## src/logic/tcp_consts.vh

```
// constants for the timer channel enable, counter and prescaler block
`ifndef TCP_CONSTS_VH
`define TCP_CONSTS_VH
`define TCP_ADDR_ENABLE      12'h020
`define TCP_ADDR_COUNTER     12'h024
`define TCP_ADDR_DIVIDER     12'h028
`define TCP_ADDR_CONTROL     12'h02C
`define TCP_RST_ENABLE       16'h0000
`define TCP_RST_COUNTER      16'h0000
`define TCP_RST_DIVIDER      16'h0000
`define TCP_RST_CONTROL      16'h0000
`define TCP_ENABLE_MASK      16'h3FFF
`define TCP_BIT_EN           0
`define TCP_BIT_POL          1
`define TCP_BIT_CEN          2
`define TCP_BIT_CPOL         3
`define TCP_CTL_PRELOAD      0
`define TCP_CTL_COUNT_EN     1
`define TCP_CTL_MASK         16'h0003
`define TCP_HTRANS_NONSEQ    2'b10
`endif

```

## src/logic/tcp_timer_channels.v

```verilog
// channel enable/polarity, counter and prescaler with ahb-lite slave
`timescale 1ns/1ns
`include "tcp_consts.vh"

module tcp_timer_channels (
    // clock and reset
    input  wire        clk,
    input  wire        rst_n,
    // ahb-lite slave
    input  wire        hsel,
    input  wire [11:0] haddr,
    input  wire [1:0]  htrans,
    input  wire        hwrite,
    input  wire [2:0]  hsize,
    input  wire        hready,
    input  wire [31:0] hwdata,
    output wire [31:0] hrdata,
    output wire        hreadyout,
    output wire        hresp,
    // links to the rest of the timer (same clock)
    input  wire [7:0]  channelDirection,
    input  wire [1:0]  lockLevel,
    input  wire        commutationEvent,
    input  wire [3:0]  compareRef,
    input  wire [2:0]  compareRefComplement,
    // input channel pins (asynchronous)
    input  wire [3:0]  channelInputPin,
    // channel output pins
    output reg  [3:0]  compareOut,
    output reg  [2:0]  compareOutComplement,
    // capture and counter outputs
    output reg  [3:0]  captureStrobe,
    output reg  [15:0] capturedValue,
    output wire        counterTickClock
);

    reg  [15:0] channelEnablePolarity;
    reg  [15:0] counterValue;
    reg  [15:0] dividerValue;
    reg  [15:0] control;
    reg  [2:0]  compPolarityActive;
    reg  [15:0] dividerCount;
    reg         counterTick;
    reg  [3:0]  pinSync1;
    reg  [3:0]  pinSync2;
    reg  [3:0]  pinLast;
    reg         phaseWrite;
    reg  [11:0] phaseAddr;
    reg  [31:0] readData;
    wire        addrTaken;
    wire        writeEnable;
    wire        compWriteAllowed;
    wire [15:0] enableWriteValue;
    wire [15:0] dividerNext;
    wire [3:0]  isInput;
    wire [3:0]  risingEdge;
    wire [3:0]  fallingEdge;
    reg  [3:0]  edgeHit;
    reg  [3:0]  next_capture;
    reg  [3:0]  next_compareOut;
    reg  [2:0]  next_compareOutComplement;
    wire [11:0] phaseWordAddr;
    wire        phaseHitEnable;
    wire        phaseHitCounter;
    wire        phaseHitDivider;
    wire        phaseHitControl;
    wire [15:0] enableNow;
    wire [15:0] counterNow;
    wire [15:0] dividerNow;
    wire [15:0] controlNow;
    wire [3:0]  chEnable;
    wire [3:0]  chPolarity;
    wire [2:0]  chCompEnable;
    wire [2:0]  chCompPolarity;
    wire [3:0]  edgeCompPolarity;
    integer     chLoad;
    integer     chEdge;
    integer     chCap;
    integer     chOut;

    assign hreadyout = 1'b1;
    assign hresp     = 1'b0;
    assign hrdata    = readData;
    assign addrTaken = hsel & hready & (htrans == `TCP_HTRANS_NONSEQ);
    assign writeEnable = phaseWrite;

    // data-phase address decode; a read right behind a write is given
    // the word that lands at the same edge instead of the stale one
    assign phaseWordAddr   = {phaseAddr[11:2], 2'b00};
    assign phaseHitEnable  = writeEnable &
                             (phaseWordAddr == `TCP_ADDR_ENABLE);
    assign phaseHitCounter = writeEnable &
                             (phaseWordAddr == `TCP_ADDR_COUNTER);
    assign phaseHitDivider = writeEnable &
                             (phaseWordAddr == `TCP_ADDR_DIVIDER);
    assign phaseHitControl = writeEnable &
                             (phaseWordAddr == `TCP_ADDR_CONTROL);
    assign enableNow  = phaseHitEnable ? enableWriteValue
                                       : channelEnablePolarity;
    assign counterNow = phaseHitCounter ? hwdata[15:0] : counterValue;
    assign dividerNow = phaseHitDivider ? hwdata[15:0] : dividerValue;
    assign controlNow = phaseHitControl ? (hwdata[15:0] & `TCP_CTL_MASK)
                                        : control;

    // address phase capture
    always @(posedge clk or negedge rst_n) begin
        if (!rst_n) begin
            phaseWrite <= 1'b0;
            phaseAddr  <= 12'h000;
        end else if (hready) begin
            phaseWrite <= addrTaken & hwrite;
            phaseAddr  <= haddr;
        end
    end

    // read data registered at the address phase, unmapped read zero
    always @(posedge clk or negedge rst_n) begin
        if (!rst_n) begin
            readData <= 32'h0000_0000;
        end else if (addrTaken & !hwrite) begin
            case ({haddr[11:2], 2'b00})
                `TCP_ADDR_ENABLE:
                    readData <= {16'h0000, enableNow};
                `TCP_ADDR_COUNTER:
                    readData <= {16'h0000, counterNow};
                `TCP_ADDR_DIVIDER:
                    readData <= {16'h0000, dividerNow};
                `TCP_ADDR_CONTROL:
                    readData <= {16'h0000, controlNow};
                default:
                    readData <= 32'h0000_0000;
            endcase
        end
    end

    assign compWriteAllowed = (lockLevel < 2'd2);
    // keep complementary polarity bits at lock level two or three, clear reserved bits
    assign enableWriteValue = {
        2'b00,
        hwdata[13:12],
        compWriteAllowed ? hwdata[11] : channelEnablePolarity[11],
        hwdata[10:8],
        compWriteAllowed ? hwdata[7] : channelEnablePolarity[7],
        hwdata[6:4],
        compWriteAllowed ? hwdata[3] : channelEnablePolarity[3],
        hwdata[2:0]
    };

    // register file
    always @(posedge clk or negedge rst_n) begin
        if (!rst_n) begin
            channelEnablePolarity <= `TCP_RST_ENABLE;
            dividerValue          <= `TCP_RST_DIVIDER;
            control               <= `TCP_RST_CONTROL;
        end else if (writeEnable) begin
            case ({phaseAddr[11:2], 2'b00})
                `TCP_ADDR_ENABLE:
                    channelEnablePolarity <= enableWriteValue;
                `TCP_ADDR_DIVIDER:
                    dividerValue <= hwdata[15:0];
                `TCP_ADDR_CONTROL:
                    control <= hwdata[15:0] & `TCP_CTL_MASK;
                default: ;
            endcase
        end
    end

    // active complementary polarity, preloaded until commutation
    always @(posedge clk or negedge rst_n) begin
        if (!rst_n) begin
            compPolarityActive <= 3'b000;
        end else begin
            for (chLoad = 0; chLoad < 3; chLoad = chLoad + 1) begin
                if (!control[`TCP_CTL_PRELOAD] || commutationEvent) begin
                    compPolarityActive[chLoad] <=
                        chCompPolarity[chLoad];
                end
            end
        end
    end

    // prescaler: one tick every divider plus one clocks
    assign dividerNext = dividerCount + 16'h0001;
    always @(posedge clk or negedge rst_n) begin
        if (!rst_n) begin
            dividerCount <= 16'h0000;
            counterTick  <= 1'b0;
        end else if (control[`TCP_CTL_COUNT_EN]) begin
            if (dividerCount >= dividerValue) begin
                dividerCount <= 16'h0000;
                counterTick  <= 1'b1;
            end else begin
                dividerCount <= dividerNext;
                counterTick  <= 1'b0;
            end
        end else begin
            dividerCount <= 16'h0000;
            counterTick  <= 1'b0;
        end
    end
    assign counterTickClock = counterTick;

    // counter; software write wins over a tick
    always @(posedge clk or negedge rst_n) begin
        if (!rst_n) begin
            counterValue <= `TCP_RST_COUNTER;
        end else if (phaseHitCounter) begin
            counterValue <= hwdata[15:0];
        end else if (counterTick) begin
            counterValue <= counterValue + 16'h0001;
        end
    end

    // input pin synchroniser and edge detection
    always @(posedge clk or negedge rst_n) begin
        if (!rst_n) begin
            pinSync1 <= 4'h0;
            pinSync2 <= 4'h0;
            pinLast  <= 4'h0;
        end else begin
            pinSync1 <= channelInputPin;
            pinSync2 <= pinSync1;
            pinLast  <= pinSync2;
        end
    end
    assign risingEdge  = pinSync2 & ~pinLast;
    assign fallingEdge = ~pinSync2 & pinLast;

    genvar g;
    generate
        for (g = 0; g < 4; g = g + 1) begin : gDir
            assign isInput[g] = |channelDirection[2*g+1:2*g];
        end
        // per-channel fields of the enable/polarity register
        for (g = 0; g < 4; g = g + 1) begin : gField
            assign chEnable[g]   = channelEnablePolarity[4*g + `TCP_BIT_EN];
            assign chPolarity[g] = channelEnablePolarity[4*g + `TCP_BIT_POL];
        end
        for (g = 0; g < 3; g = g + 1) begin : gCompField
            assign chCompEnable[g]   =
                channelEnablePolarity[4*g + `TCP_BIT_CEN];
            assign chCompPolarity[g] =
                channelEnablePolarity[4*g + `TCP_BIT_CPOL];
        end
    endgenerate

    // channel four has no complementary pair bit; decode it as zero
    assign edgeCompPolarity = {1'b0, chCompPolarity};

    // edge select from polarity pair; channel four has no pair bit
    always @* begin
        edgeHit = 4'h0;
        for (chEdge = 0; chEdge < 4; chEdge = chEdge + 1) begin
            case ({edgeCompPolarity[chEdge], chPolarity[chEdge]})
                2'b00: edgeHit[chEdge] = risingEdge[chEdge];
                2'b01: edgeHit[chEdge] = fallingEdge[chEdge];
                2'b11: edgeHit[chEdge] = risingEdge[chEdge] |
                                         fallingEdge[chEdge];
                default: edgeHit[chEdge] = 1'b0;
            endcase
        end
    end

    always @* begin
        next_capture = 4'h0;
        for (chCap = 0; chCap < 4; chCap = chCap + 1) begin
            next_capture[chCap] = isInput[chCap] & edgeHit[chCap] &
                                  chEnable[chCap];
        end
    end

    // capture strobes with counter snapshot
    always @(posedge clk or negedge rst_n) begin
        if (!rst_n) begin
            captureStrobe <= 4'h0;
            capturedValue <= 16'h0000;
        end else begin
            captureStrobe <= next_capture;
            if (|next_capture) begin
                capturedValue <= counterValue;
            end
        end
    end

    // next output levels: polarity applied, inactive level when disabled
    always @* begin
        next_compareOut           = 4'h0;
        next_compareOutComplement = 3'b000;
        for (chOut = 0; chOut < 4; chOut = chOut + 1) begin
            if (!isInput[chOut] && chEnable[chOut]) begin
                next_compareOut[chOut] =
                    compareRef[chOut] ^ chPolarity[chOut];
            end else begin
                next_compareOut[chOut] = chPolarity[chOut];
            end
        end
        for (chOut = 0; chOut < 3; chOut = chOut + 1) begin
            if (!isInput[chOut] && chCompEnable[chOut]) begin
                next_compareOutComplement[chOut] =
                    compareRefComplement[chOut] ^
                    compPolarityActive[chOut];
            end else begin
                next_compareOutComplement[chOut] =
                    compPolarityActive[chOut];
            end
        end
    end

    // output pins registered so that no glitch reaches them
    always @(posedge clk or negedge rst_n) begin
        if (!rst_n) begin
            compareOut           <= 4'h0;
            compareOutComplement <= 3'b000;
        end else begin
            compareOut           <= next_compareOut;
            compareOutComplement <= next_compareOutComplement;
        end
    end

endmodule // tcp_timer_channels

```

## config.mk

```make
export PLATFORM = sky130hd
export DESIGN_NAME = tcp_timer_channels
export DESIGN_NICKNAME = d
export VERILOG_FILES = /design/src/logic/tcp_timer_channels.v
export VERILOG_INCLUDE_DIRS = /design/src /design/src/logic
export SDC_FILE = /design/constraint.sdc
export NUM_CORES = 1
export LEC_CHECK = 0
export ABC_AREA = 1
export BUFFER_PORTS_ARGS = -buffer_cell sky130_fd_sc_hd__buf_2
export CORE_MARGIN = 8
export CORE_UTILIZATION = 40
export CTS_CLUSTER_DIAMETER = 40
export DETAILED_ROUTE_END_ITERATION = 16
export PLACE_DENSITY = 0.65
export SLEW_MARGIN = 20
export SYNTH_ARGS = -nofsm -noshare
export SYNTH_HDL_FRONTEND = slang
export SYNTH_SLANG_ARGS = --single-unit
```

## constraint.sdc

```tcl
create_clock -name clk -period 2.1 [get_ports clk]
set_input_delay 0.21 -clock clk [delete_from_list [all_inputs] [get_ports clk]]
set_output_delay 0.21 -clock clk [all_outputs]
set_load 0.01 [all_outputs]
```

==> results.yml, run 1 <==
power:
  vdd.ir_drop.worst_v: 0.000594
  power_frac_seq_pct: 43.3
  p_clk_share_pct: 51.3
  power_density_nw_per_um2: 706
  p_leak_nw: 4.86
  intPower_mw: 4.85
  switching_share_pct: 22.0
  p_comb_share_pct: 5.5
  switchingPower_mw: 1.37
logic_synthesis:
  synth-simple-area-share_pct: 31.5
  syn_inst: 942
  avgSynthCellArea_sq_um: 7.82
  yosysSeqAreaShare_pct: 45.5
  synth_top_area_share_pct: 45.5
  synth_warnings: 0
  synth-edff-count: 0
  synth_compound_area_share_pct: 7.40
  ys_types: 37
  yosys.area.top_type: "dfrtp_1"
  synth.most_common_cell: "nand2_1"
  synth-seq-cells: 134
  synthTopCellsByCount: "nand2_1 (282), dfrtp_1 (134), nand3_1 (114), inv_1 (113), nor2_1 (58)"
  yosys-top-cells-area: "dfrtp_1 (46%), nand2_1 (14%), nand3_1 (7.7%)"
  yosys_most_used_dff: "dfrtp_1"
  synth_fa_ha_area_share_pct: 4.08
  synth_xor_area_share_pct: 1.66
  muxShareOfSynthArea_pct: 0.153
  syn_area_sq_um: 7370
  synth_top_family_by_area: "simple AND/OR/NAND/NOR gates"
  async_reset_ff_share_pct: 100
route:
  postRouteAntennaNets: 0
  routed_via_density: 4.83
  wl_per_cell_um: 14.5
  routed_wirelength_mm: 18.9
  drc: 0
  dr_total_vias: 6281
  drtPass1Iterations: 5
  drtIter0Drc: 411
clocking:
  numCtsBuffers: 17
  clkLatencyLatePin_ns: 0.42
  tritoncts: "built"
  path_clk_slew_ns: 0.06
  htree_levels: 4
  clkSinkCount: 134
  cts_root_buf: "clkbuf_16"
  cts.path.max_buffers: 2
sta:
  post-route-period-util_pct: 88.9
  skew_ns: 0.00681
  whs_ns: 0.0340
  worst_pin_slew_ns: 0.649
  slew_headroom_pct: 56.7
  hold_viol_final: 0
  min_period_ns: 1.87
  setup_viol: 0
  max_freq_ghz: 0.536
  slew_violations: 0
placement:
  dp_hpwl_mm: 14.7
  placed_cell_area_sq_um: 8090
  port_buffers: 97
  place_congestion: 0.868
  placed_cells: 1262
worst_setup_path:
  crit_type: "flop to flop"
  crit_required_ns: 2.46
  end_kind: "flop"
  worstPathMaxFanout: 17
  critPathArrivalTime_ns: 2.22
  critPathLaunchType: "flop"
grt:
  grt.overflow.total: 0
  antenna_found_initial: 1
  grt_use_total_pct: 16.9
  grt_pass1_vias: 5941
  grt_pass1_wl_mm: 30.2
  grt_max_degree: 57
floorplanning:
  io_pins: 138
  die_y_um: 152
  start_util_pct: 40.9
  core_area_sq_um: 18000
  num_rows: 49
  die-area_sq_um: 23000
  die_w_um: 152
final_layout:
  multi_input_area_sq_um: 3380
  finish.utilization_pct: 48.8
  fin_cells: 1300
  fin_nets: 1158
  final_cell_area_sq_um: 8800
  nFillCells: 1779
  seq_area_sq_um: 3350
  diodes: 0
  drive_above_1_share_pct: 17.0
  area_delta_synth_final_pct: 19.4
status:
  outcome: "completed"
flow_run:
  maxCapViolCount: 0
min_path:
  hold_class: "input port to flop"
[cell type report]
type	count	share of cell area, %
multi-input combinational	670	38.4
sequential	134	38.1
timing repair buffer	120	8.01
clock buffer	20	5.30
inverter	115	4.92
tap	229	3.26
clock inverter	12	1.99
[layout by cell type, fill, tap and decap left out, types with 4 or more instances in the layout]
cell type / netlist / final
nor3_1: 11 / 11
clkbuf_16: 0 / 17
o21ai_1: 6 / 6
buf_4: 20 / 15
xor2_1: 13 / 13
and2_1: 18 / 18
o221ai_1: 4 / 4
o21ai_0: 27 / 27
a21oi_1: 23 / 23
inv_1: 113 / 113
nor2_1: 58 / 58
o211ai_1: 4 / 4
bufinv_16: 0 / 4
nand4_1: 11 / 11
nand2_1: 282 / 282
buf_2: 10 / 96
clkinv_2: 1 / 4
dfrtp_1: 134 / 134
o21bai_1: 5 / 5
dlygate4sd3_1: 0 / 6
o21a_1: 13 / 13
nor2_2: 9 / 7
nand2_2: 5 / 5
ha_1: 24 / 24
o21ai_2: 6 / 6
conb_1: 2 / 18
nand3_1: 114 / 114
nor2_4: 6 / 8
[state kept, by name (all words and copies together) (netlist names)]
signal,count
captureStrobe,4
capturedValue,16
channelEnablePolarity,14
compPolarityActive,3
compareOut,4
compareOutComplement,3
control,2
counterTickClock,1
counterValue,16
dividerCount,16
dividerValue,16
hrdata,16
phaseAddr,10
phaseWrite,1
pinLast,4
pinSync1,4
pinSync2,4
[stage by stage]
stage	setup WS [ns]	power (mW)	setup TNS, ns
after CTS	0.0498	6.29	0
after global placement	0.0984	3.06	0
after detailed placement	0.0569	3.07	0
final	0.234	6.21	0
after global routing	-0.000969	6.43	-0.000969
after floorplan	0.468	2.90	0
[worst max-delay path, cell delays in order, from the launching register on]
cell and delay [ns]:
dfrtp_1 0.37, inv_1 0.05, ha_1 0.28, o21ai_1 0.13
a21oi_1 0.05, nor3_1 0.39, nor2_4 0.18, nand2_4 0.20
nand2_1 0.08, nand2_1 0.06
[kinds of logic (layout without fill, tap and decap cells)]
| family | Yosys count | after routing |
|---|---|---|
| and+or+nand+nor | 523 | 523 |
| AOI/OAI and AO/OA | 90 | 90 |
| other | 2 | 18 |
| xor gates and xnor gates | 14 | 14 |
| buffers and inverters | 154 | 267 |
| adders and majority gates | 24 | 24 |
| DFF | 134 | 134 |
| muxes | 1 | 1 |
[final timing paths]
path,start,endpoint,slack (ns),cells past startpoint
worst max-delay path,pinSync2[0],capturedValue[3],0.23,9
worst min-delay path,hwdata[8],dividerValue[8],0.03,2
worst max register to register,pinSync2[0],capturedValue[3],0.23,9
worst min register to register,pinSync1[2],pinSync2[2],0.36,0
max in group asynchronous,rst_n,captureStrobe[2],1.09,3
min in group asynchronous,rst_n,compareOut[3],0.33,2
[power groups by stage]
stage / combinational, mW / clock (mW) / sequential [mW]
2_1_floorplan: 0.162 / 0 / 2.74
3_3_place_gp: 0.332 / 0 / 2.73
3_5_place_dp: 0.338 / 0 / 2.73
4_1_cts: 0.347 / 3.25 / 2.69
5_1_grt: 0.387 / 3.35 / 2.69
6_report: 0.340 / 3.18 / 2.69
[metal layers]
metal / vias up / part of all wire (%) / GRT usage [%]
met1: 2894 / 44 / 21.5
li1: 3211 / - / -
met4: 2 / 1.9 / 6.47
met3: 27 / 5.7 / 3.65
met2: 147 / 48 / 27.6
met5: - / 0.069 / 0
[what timing repair did]
item                                    CTS  global route
endpoints found under the setup margin    0            16
resized for setup                         0             2
hold endpoints to repair                 58             0
buffers inserted                          0             0
hold buffers                              6             0
No activity file was read; power rests on OpenSTA's default activity.
==> run 2, diff against run 1 <==
- CORE_UTILIZATION: 40 -> 33
- PLACE_DENSITY: 0.65 -> 0.56
==> run 2 against run 1 <==
Critical path depth is the same. Flip-flop and latch count unchanged. First-iteration DRC count grew 4.6%. Critical path type unchanged.
==> results.yml, run 2 (same netlist as run 1, synthesis figures left out) <==
status:
  outcome: "completed"
floorplanning:
  start_util_pct: 33.7
  die-area_sq_um: 27400
  io_pins: 138
  num_rows: 54
  die_y_um: 165
  core_area_sq_um: 21900
  die_w_um: 165
power:
  p_clk_share_pct: 51.4
  p_comb_share_pct: 5.4
  switching_share_pct: 23.4
  intPower_mw: 4.77
  power_density_nw_per_um2: 703
  switchingPower_mw: 1.45
  p_leak_nw: 4.83
  power_frac_seq_pct: 43.2
  vdd.ir_drop.worst_v: 0.000425
final_layout:
  fin_cells: 1350
  area_delta_synth_final_pct: 20.0
  multi_input_area_sq_um: 3380
  final_cell_mix: "nand2_1 (282), dfrtp_1 (134), nand3_1 (114)"
  seq_area_sq_um: 3350
  diodes: 0
  fin_nets: 1157
  drive_above_1_share_pct: 16.9
  layout_commonest_cell: "nand2_1"
  nFillCells: 2267
  final_cell_area_sq_um: 8840
  finish.utilization_pct: 40.4
sta:
  setup_viol: 0
  hold_viol_final: 0
  max_freq_ghz: 0.525
  min_period_ns: 1.90
  worst_pin_slew_ns: 0.636
  slew_headroom_pct: 57.6
  slew_violations: 0
  rsz0062_at_grt: "false"
  fin_ws_ns: 0.197
  skew_ns: 0.0153
  setup_tns_ns: 0
  post-route-period-util_pct: 90.6
worst_setup_path:
  max_stage_delay_ns: 0.40
  critical_path_buf_inv_count: 1
  worstPathMaxFanout: 17
  cp_common_cell: "nand2_1"
  crit_family: "simple AND/OR/NAND/NOR gates"
  critPathArrivalTime_ns: 2.25
  end_kind: "flop"
  crit_type: "flop to flop"
  crit_required_ns: 2.45
  cp_cell_sequence: "inv_1 -> ha_1 -> o21ai_1 -> a21oi_1 -> nor3_1 -> nor2_4 -> nand2_4 -> nand2_1 -> nand2_1"
  cp_slowest_cell: "nor3_1"
  critPathLaunchType: "flop"
route:
  drc: 0
  wl_per_cell_um: 14.5
  drtIter0Drc: 430
  routed_wirelength_mm: 19.5
  drtPass1Iterations: 5
  routed_via_density: 4.58
  postRouteAntennaNets: 0
  dr_total_vias: 6182
clocking:
  numCtsBuffers: 17
  htree_levels: 4
  clkLatencyLatePin_ns: 0.42
  path_clk_slew_ns: 0.06
  cts_root_buf: "clkbuf_16"
  post_cts_buffers: 0
  clkSinkCount: 134
  tritoncts: "built"
  cts.path.max_buffers: 2
placement:
  pre_cts_ws_ns: 0.00400
  port_buffers: 97
  dp_hpwl_mm: 15.5
  placed_cell_area_sq_um: 8150
  place_congestion: 0.885
  placed_cells: 1313
grt:
  antenna_found_initial: 3
  grt_max_degree: 55
  grt.overflow.total: 0
  grt_pass1_vias: 6064
  grt_use_total_pct: 14.6
  grt_pass1_wl_mm: 31.1
min_path:
  hold_class: "input port to flop"
flow_run:
  maxCapViolCount: 0
## run 2: changes by cell type in the layout (fill, tap and decap cells not counted)
cell / delta
inv_6: +3
clkbuf_8: -3
dlygate4sd3_1: -1
clkinv_2: -3
clkinvlp_4: +3
clkbuf_1: +1
clkinv_4: -1
## run 2: cell type report
| cell class | instances | share of cell area (%) |
|---|---|---|
| clock buffers | 18 | 4.85 |
| clock inverters | 14 | 2.26 |
| inverters | 115 | 4.90 |
| multi-input cells | 670 | 38.2 |
| flip-flops and latches | 134 | 37.9 |
| well taps | 280 | 3.96 |
| repair buffers | 119 | 7.85 |
## run 2: per-stage QoR
step | hold slack (ns) | power (mW)
3_5_place_dp | 0.138 | 3.07
2_1_floorplan | -0.0856 | 2.90
4_1_cts | 0.00629 | 6.30
5_1_grt | 0.0254 | 6.44
3_3_place_gp | 0.140 | 3.07
6_report | 0.0236 | 6.22
## run 2: power by group through the flow
stage | clock (mW) | sequential (mW) | combinational (mW)
floorplan | 0 | 2.74 | 0.162
global placement | 0 | 2.73 | 0.335
detailed placement | 0 | 2.73 | 0.338
CTS | 3.26 | 2.69 | 0.347
global route | 3.36 | 2.69 | 0.385
finish | 3.20 | 2.69 | 0.338
## run 2: worst register-to-register path: cells and delay by family (launching register included)
family | cells | cell delay [ns]
and+or+nand+nor | 5 | 0.95
DFF | 1 | 0.37
buffers and inverters | 1 | 0.05
AOI/OAI and AO/OA | 2 | 0.18
adders and majority gates | 1 | 0.28
## run 2: worst paths after layout
check / slack (ns) / to / cells after the start / from
setup / recovery: 0.20 / capturedValue[13] / 9 / pinSync2[0]
hold / removal: 0.02 / phaseAddr[5] / 3 / haddr[5]
setup reg to reg: 0.20 / capturedValue[13] / 9 / pinSync2[0]
hold reg to reg: 0.36 / pinSync2[0] / 0 / pinSync1[0]
max in group asynchronous: 1.24 / counterValue[13] / 3 / rst_n
min in group asynchronous: 0.26 / dividerCount[7] / 2 / rst_n
## run 2: layer usage
layer	GRT usage [%]	share of wire (%)
met5	0	0.23
met4	5.80	2.0
met3	3.84	5.3
met2	23.6	47
met1	18.2	45
## run 2: what timing repair did
action	CTS	global route
hold buffers	5	0
gates resized for setup	1	1
hold endpoints to repair	38	0
endpoints found under the setup margin	2	16
==> run 3, diff against run 2 <==
==> constraint.sdc (replaced) <==
create_clock -name clk -period 2.1 [get_ports clk]
set_input_delay 0 -clock clk [delete_from_list [all_inputs] [get_ports clk]]
set_output_delay 0 -clock clk [all_outputs]
set_load 0.01 [all_outputs]
==> run 3 against run 2 <==
Global-route usage grew 0.85 points. Sequential power is essentially flat. Flip-flop and latch count is the same. Fmax is essentially flat. Die area is the same. Wire length grew 5.1%. Sequential share of layout area shrank 2.1 points. Largest power group unchanged. Register-to-register slack is essentially flat. Hold slack gained 0.023 ns. Critical path depth shrank 3.
==> results.yml, run 3 (same netlist as run 1, synthesis figures left out) <==
floorplanning:
  die-area_sq_um: 27400
  start_util_pct: 33.7
  num_rows: 54
  core_area_sq_um: 21900
  io_pins: 138
  die_y_um: 165
  die_w_um: 165
worst_setup_path:
  max_stage_delay_ns: 0.61
  regToRegSetupSlack_ns: 0.20
  r2r_cells: 6
  r2r-end: "captureStrobe[1]"
  end_kind: "flop"
  crit_required_ns: 2.46
  critPathLaunchType: "flop"
  regToRegStartpoint: "pinSync2[1]"
  worstPathMaxFanout: 3
  cp_slowest_cell: "dlygate4sd3_1"
  crit_type: "flop to flop"
  critPathArrivalTime_ns: 2.26
  crit_family: "buffers and inverters"
  critical_path_buf_inv_count: 2
  cp_cell_sequence: "inv_1 -> ha_1 -> o21ai_0 -> a21oi_1 -> nor3_1 -> dlygate4sd3_1"
power:
  switching_share_pct: 24.0
  switchingPower_mw: 1.49
  power_frac_seq_pct: 43.5
  p_leak_nw: 5.05
  p_clk_share_pct: 49.9
  p_comb_share_pct: 6.7
  power.total_mw: 6.18
  vdd.ir_drop.worst_v: 0.000405
  power_density_nw_per_um2: 661
  intPower_mw: 4.70
final_layout:
  diodes: 0
  area_delta_synth_final_pct: 26.9
  fin_nets: 1211
  drive_above_1_share_pct: 16.5
  seq_area_sq_um: 3350
  final_cell_mix: "nand2_1 (282), dfrtp_1 (134), nand3_1 (114)"
  fin_cells: 1404
  multi_input_area_sq_um: 3380
  layout_commonest_cell: "nand2_1"
  nFillCells: 2235
grt:
  grt_pass1_vias: 6333
  grt.overflow.total: 0
  grt_use_total_pct: 15.4
  grt_max_degree: 57
  antenna_found_initial: 3
  grt_pass1_wl_mm: 32.9
placement:
  placed_cells: 1316
  place_congestion: 0.884
  pre_cts_ws_ns: 0.0266
  port_buffers: 97
  dp_hpwl_mm: 15.5
sta:
  setup_viol: 0
  setup_tns_ns: 0
  hold_viol_final: 0
  post-route-period-util_pct: 90.7
  worst_pin_slew_ns: 0.649
  slew_violations: 0
  whs_ns: 0.0461
  slew_headroom_pct: 56.7
  skew_ns: 0.00798
  max_freq_ghz: 0.525
  rsz0062_at_grt: "false"
  min_period_ns: 1.90
  fin_ws_ns: 0.195
clocking:
  numCtsBuffers: 17
  tritoncts: "built"
  htree_levels: 4
  cts.path.max_buffers: 2
  clkSinkCount: 134
  cts_root_buf: "clkbuf_16"
  clkLatencyLatePin_ns: 0.42
  post_cts_buffers: 0
  path_clk_slew_ns: 0.06
route:
  routed_wirelength_mm: 20.5
  wl_per_cell_um: 14.6
  drtIter0Drc: 526
  drc: 0
  postRouteAntennaNets: 0
  dr_total_vias: 6534
  drtPass1Iterations: 6
  routed_via_density: 4.65
status:
  outcome: "completed"
flow_run:
  maxCapViolCount: 0
min_path:
  hold_class: "input port to asynchronous set/reset pin"
run 3: cell types whose count changed in the layout (fill, tap and decap cells not counted):
cell | before | now
clkbuf_1 | 1 | 0
buf_4 | 15 | 18
dlygate4sd3_1 | 5 | 56
clkinv_2 | 1 | 4
clkinv_4 | 1 | 4
inv_6 | 3 | 2
clkinvlp_4 | 6 | 3
bufinv_16 | 4 | 3
run 3: worst max-delay path by stage:
stage,to,start,slack (ns),cells past startpoint
final,captureStrobe[1],pinSync2[1],0.20,6
after detailed placement,capturedValue[12],pinSync2[2],0.03,9
after global placement,capturedValue[8],pinSync2[2],0.08,9
after CTS,capturedValue[12],pinSync2[2],0.006,9
after global routing,captureStrobe[1],pinSync2[1],0.05,6
after floorplan,dividerCount[10],dividerCount[15],0.47,9
run 3: layer usage:
layer,GRT usage (%),share of wire (%),vias to the layer above
li1,-,-,3314
met4,5.03,2.1,6
met5,0,0.17,-
met3,3.94,5.8,28
met1,19.6,44,3023
met2,25.1,48,163
run 3: worst reg2reg max path, cell delays in order (launching register included):
cell and delay (ns):
dfrtp_1 0.37, inv_1 0.06, ha_1 0.28, o21ai_0 0.16, a21oi_1 0.06, nor3_1 0.31
dlygate4sd3_1 0.61
run 3: area by class of cell:
class                           instances  share of cell area [%]
Clock inverter                         15                    1.93
Sequential cell                       134                    35.9
Inverter                              115                    4.63
Multi-Input combinational cell        670                    36.2
Clock buffer                           17                    4.55
Tap cell                              280                    3.75
Timing Repair Buffer                  173                    13.1
run 3: stage by stage:
stage               area, sq um  utilization (%)
floorplan                  7430                -
global placement           8170             37.3
detailed placement         8170             37.3
CTS                        9340             42.7
global route               9350             42.7
finish                     9350             42.7
run 3: timing repair:
item	4_1_cts	5_1_grt
hold endpoints to repair	191	0
setup endpoints to repair	0	16
gates resized for setup	0	2
hold buffers	56	0
run 3: power by group through the flow:
stage               Combinational [mW]  Clock, mW  Sequential [mW]
finish                           0.411       3.08             2.69
global route                     0.463       3.27             2.69
CTS                              0.416       3.17             2.69
detailed placement               0.340          0             2.73
global placement                 0.336          0             2.73
floorplan                        0.162          0             2.74
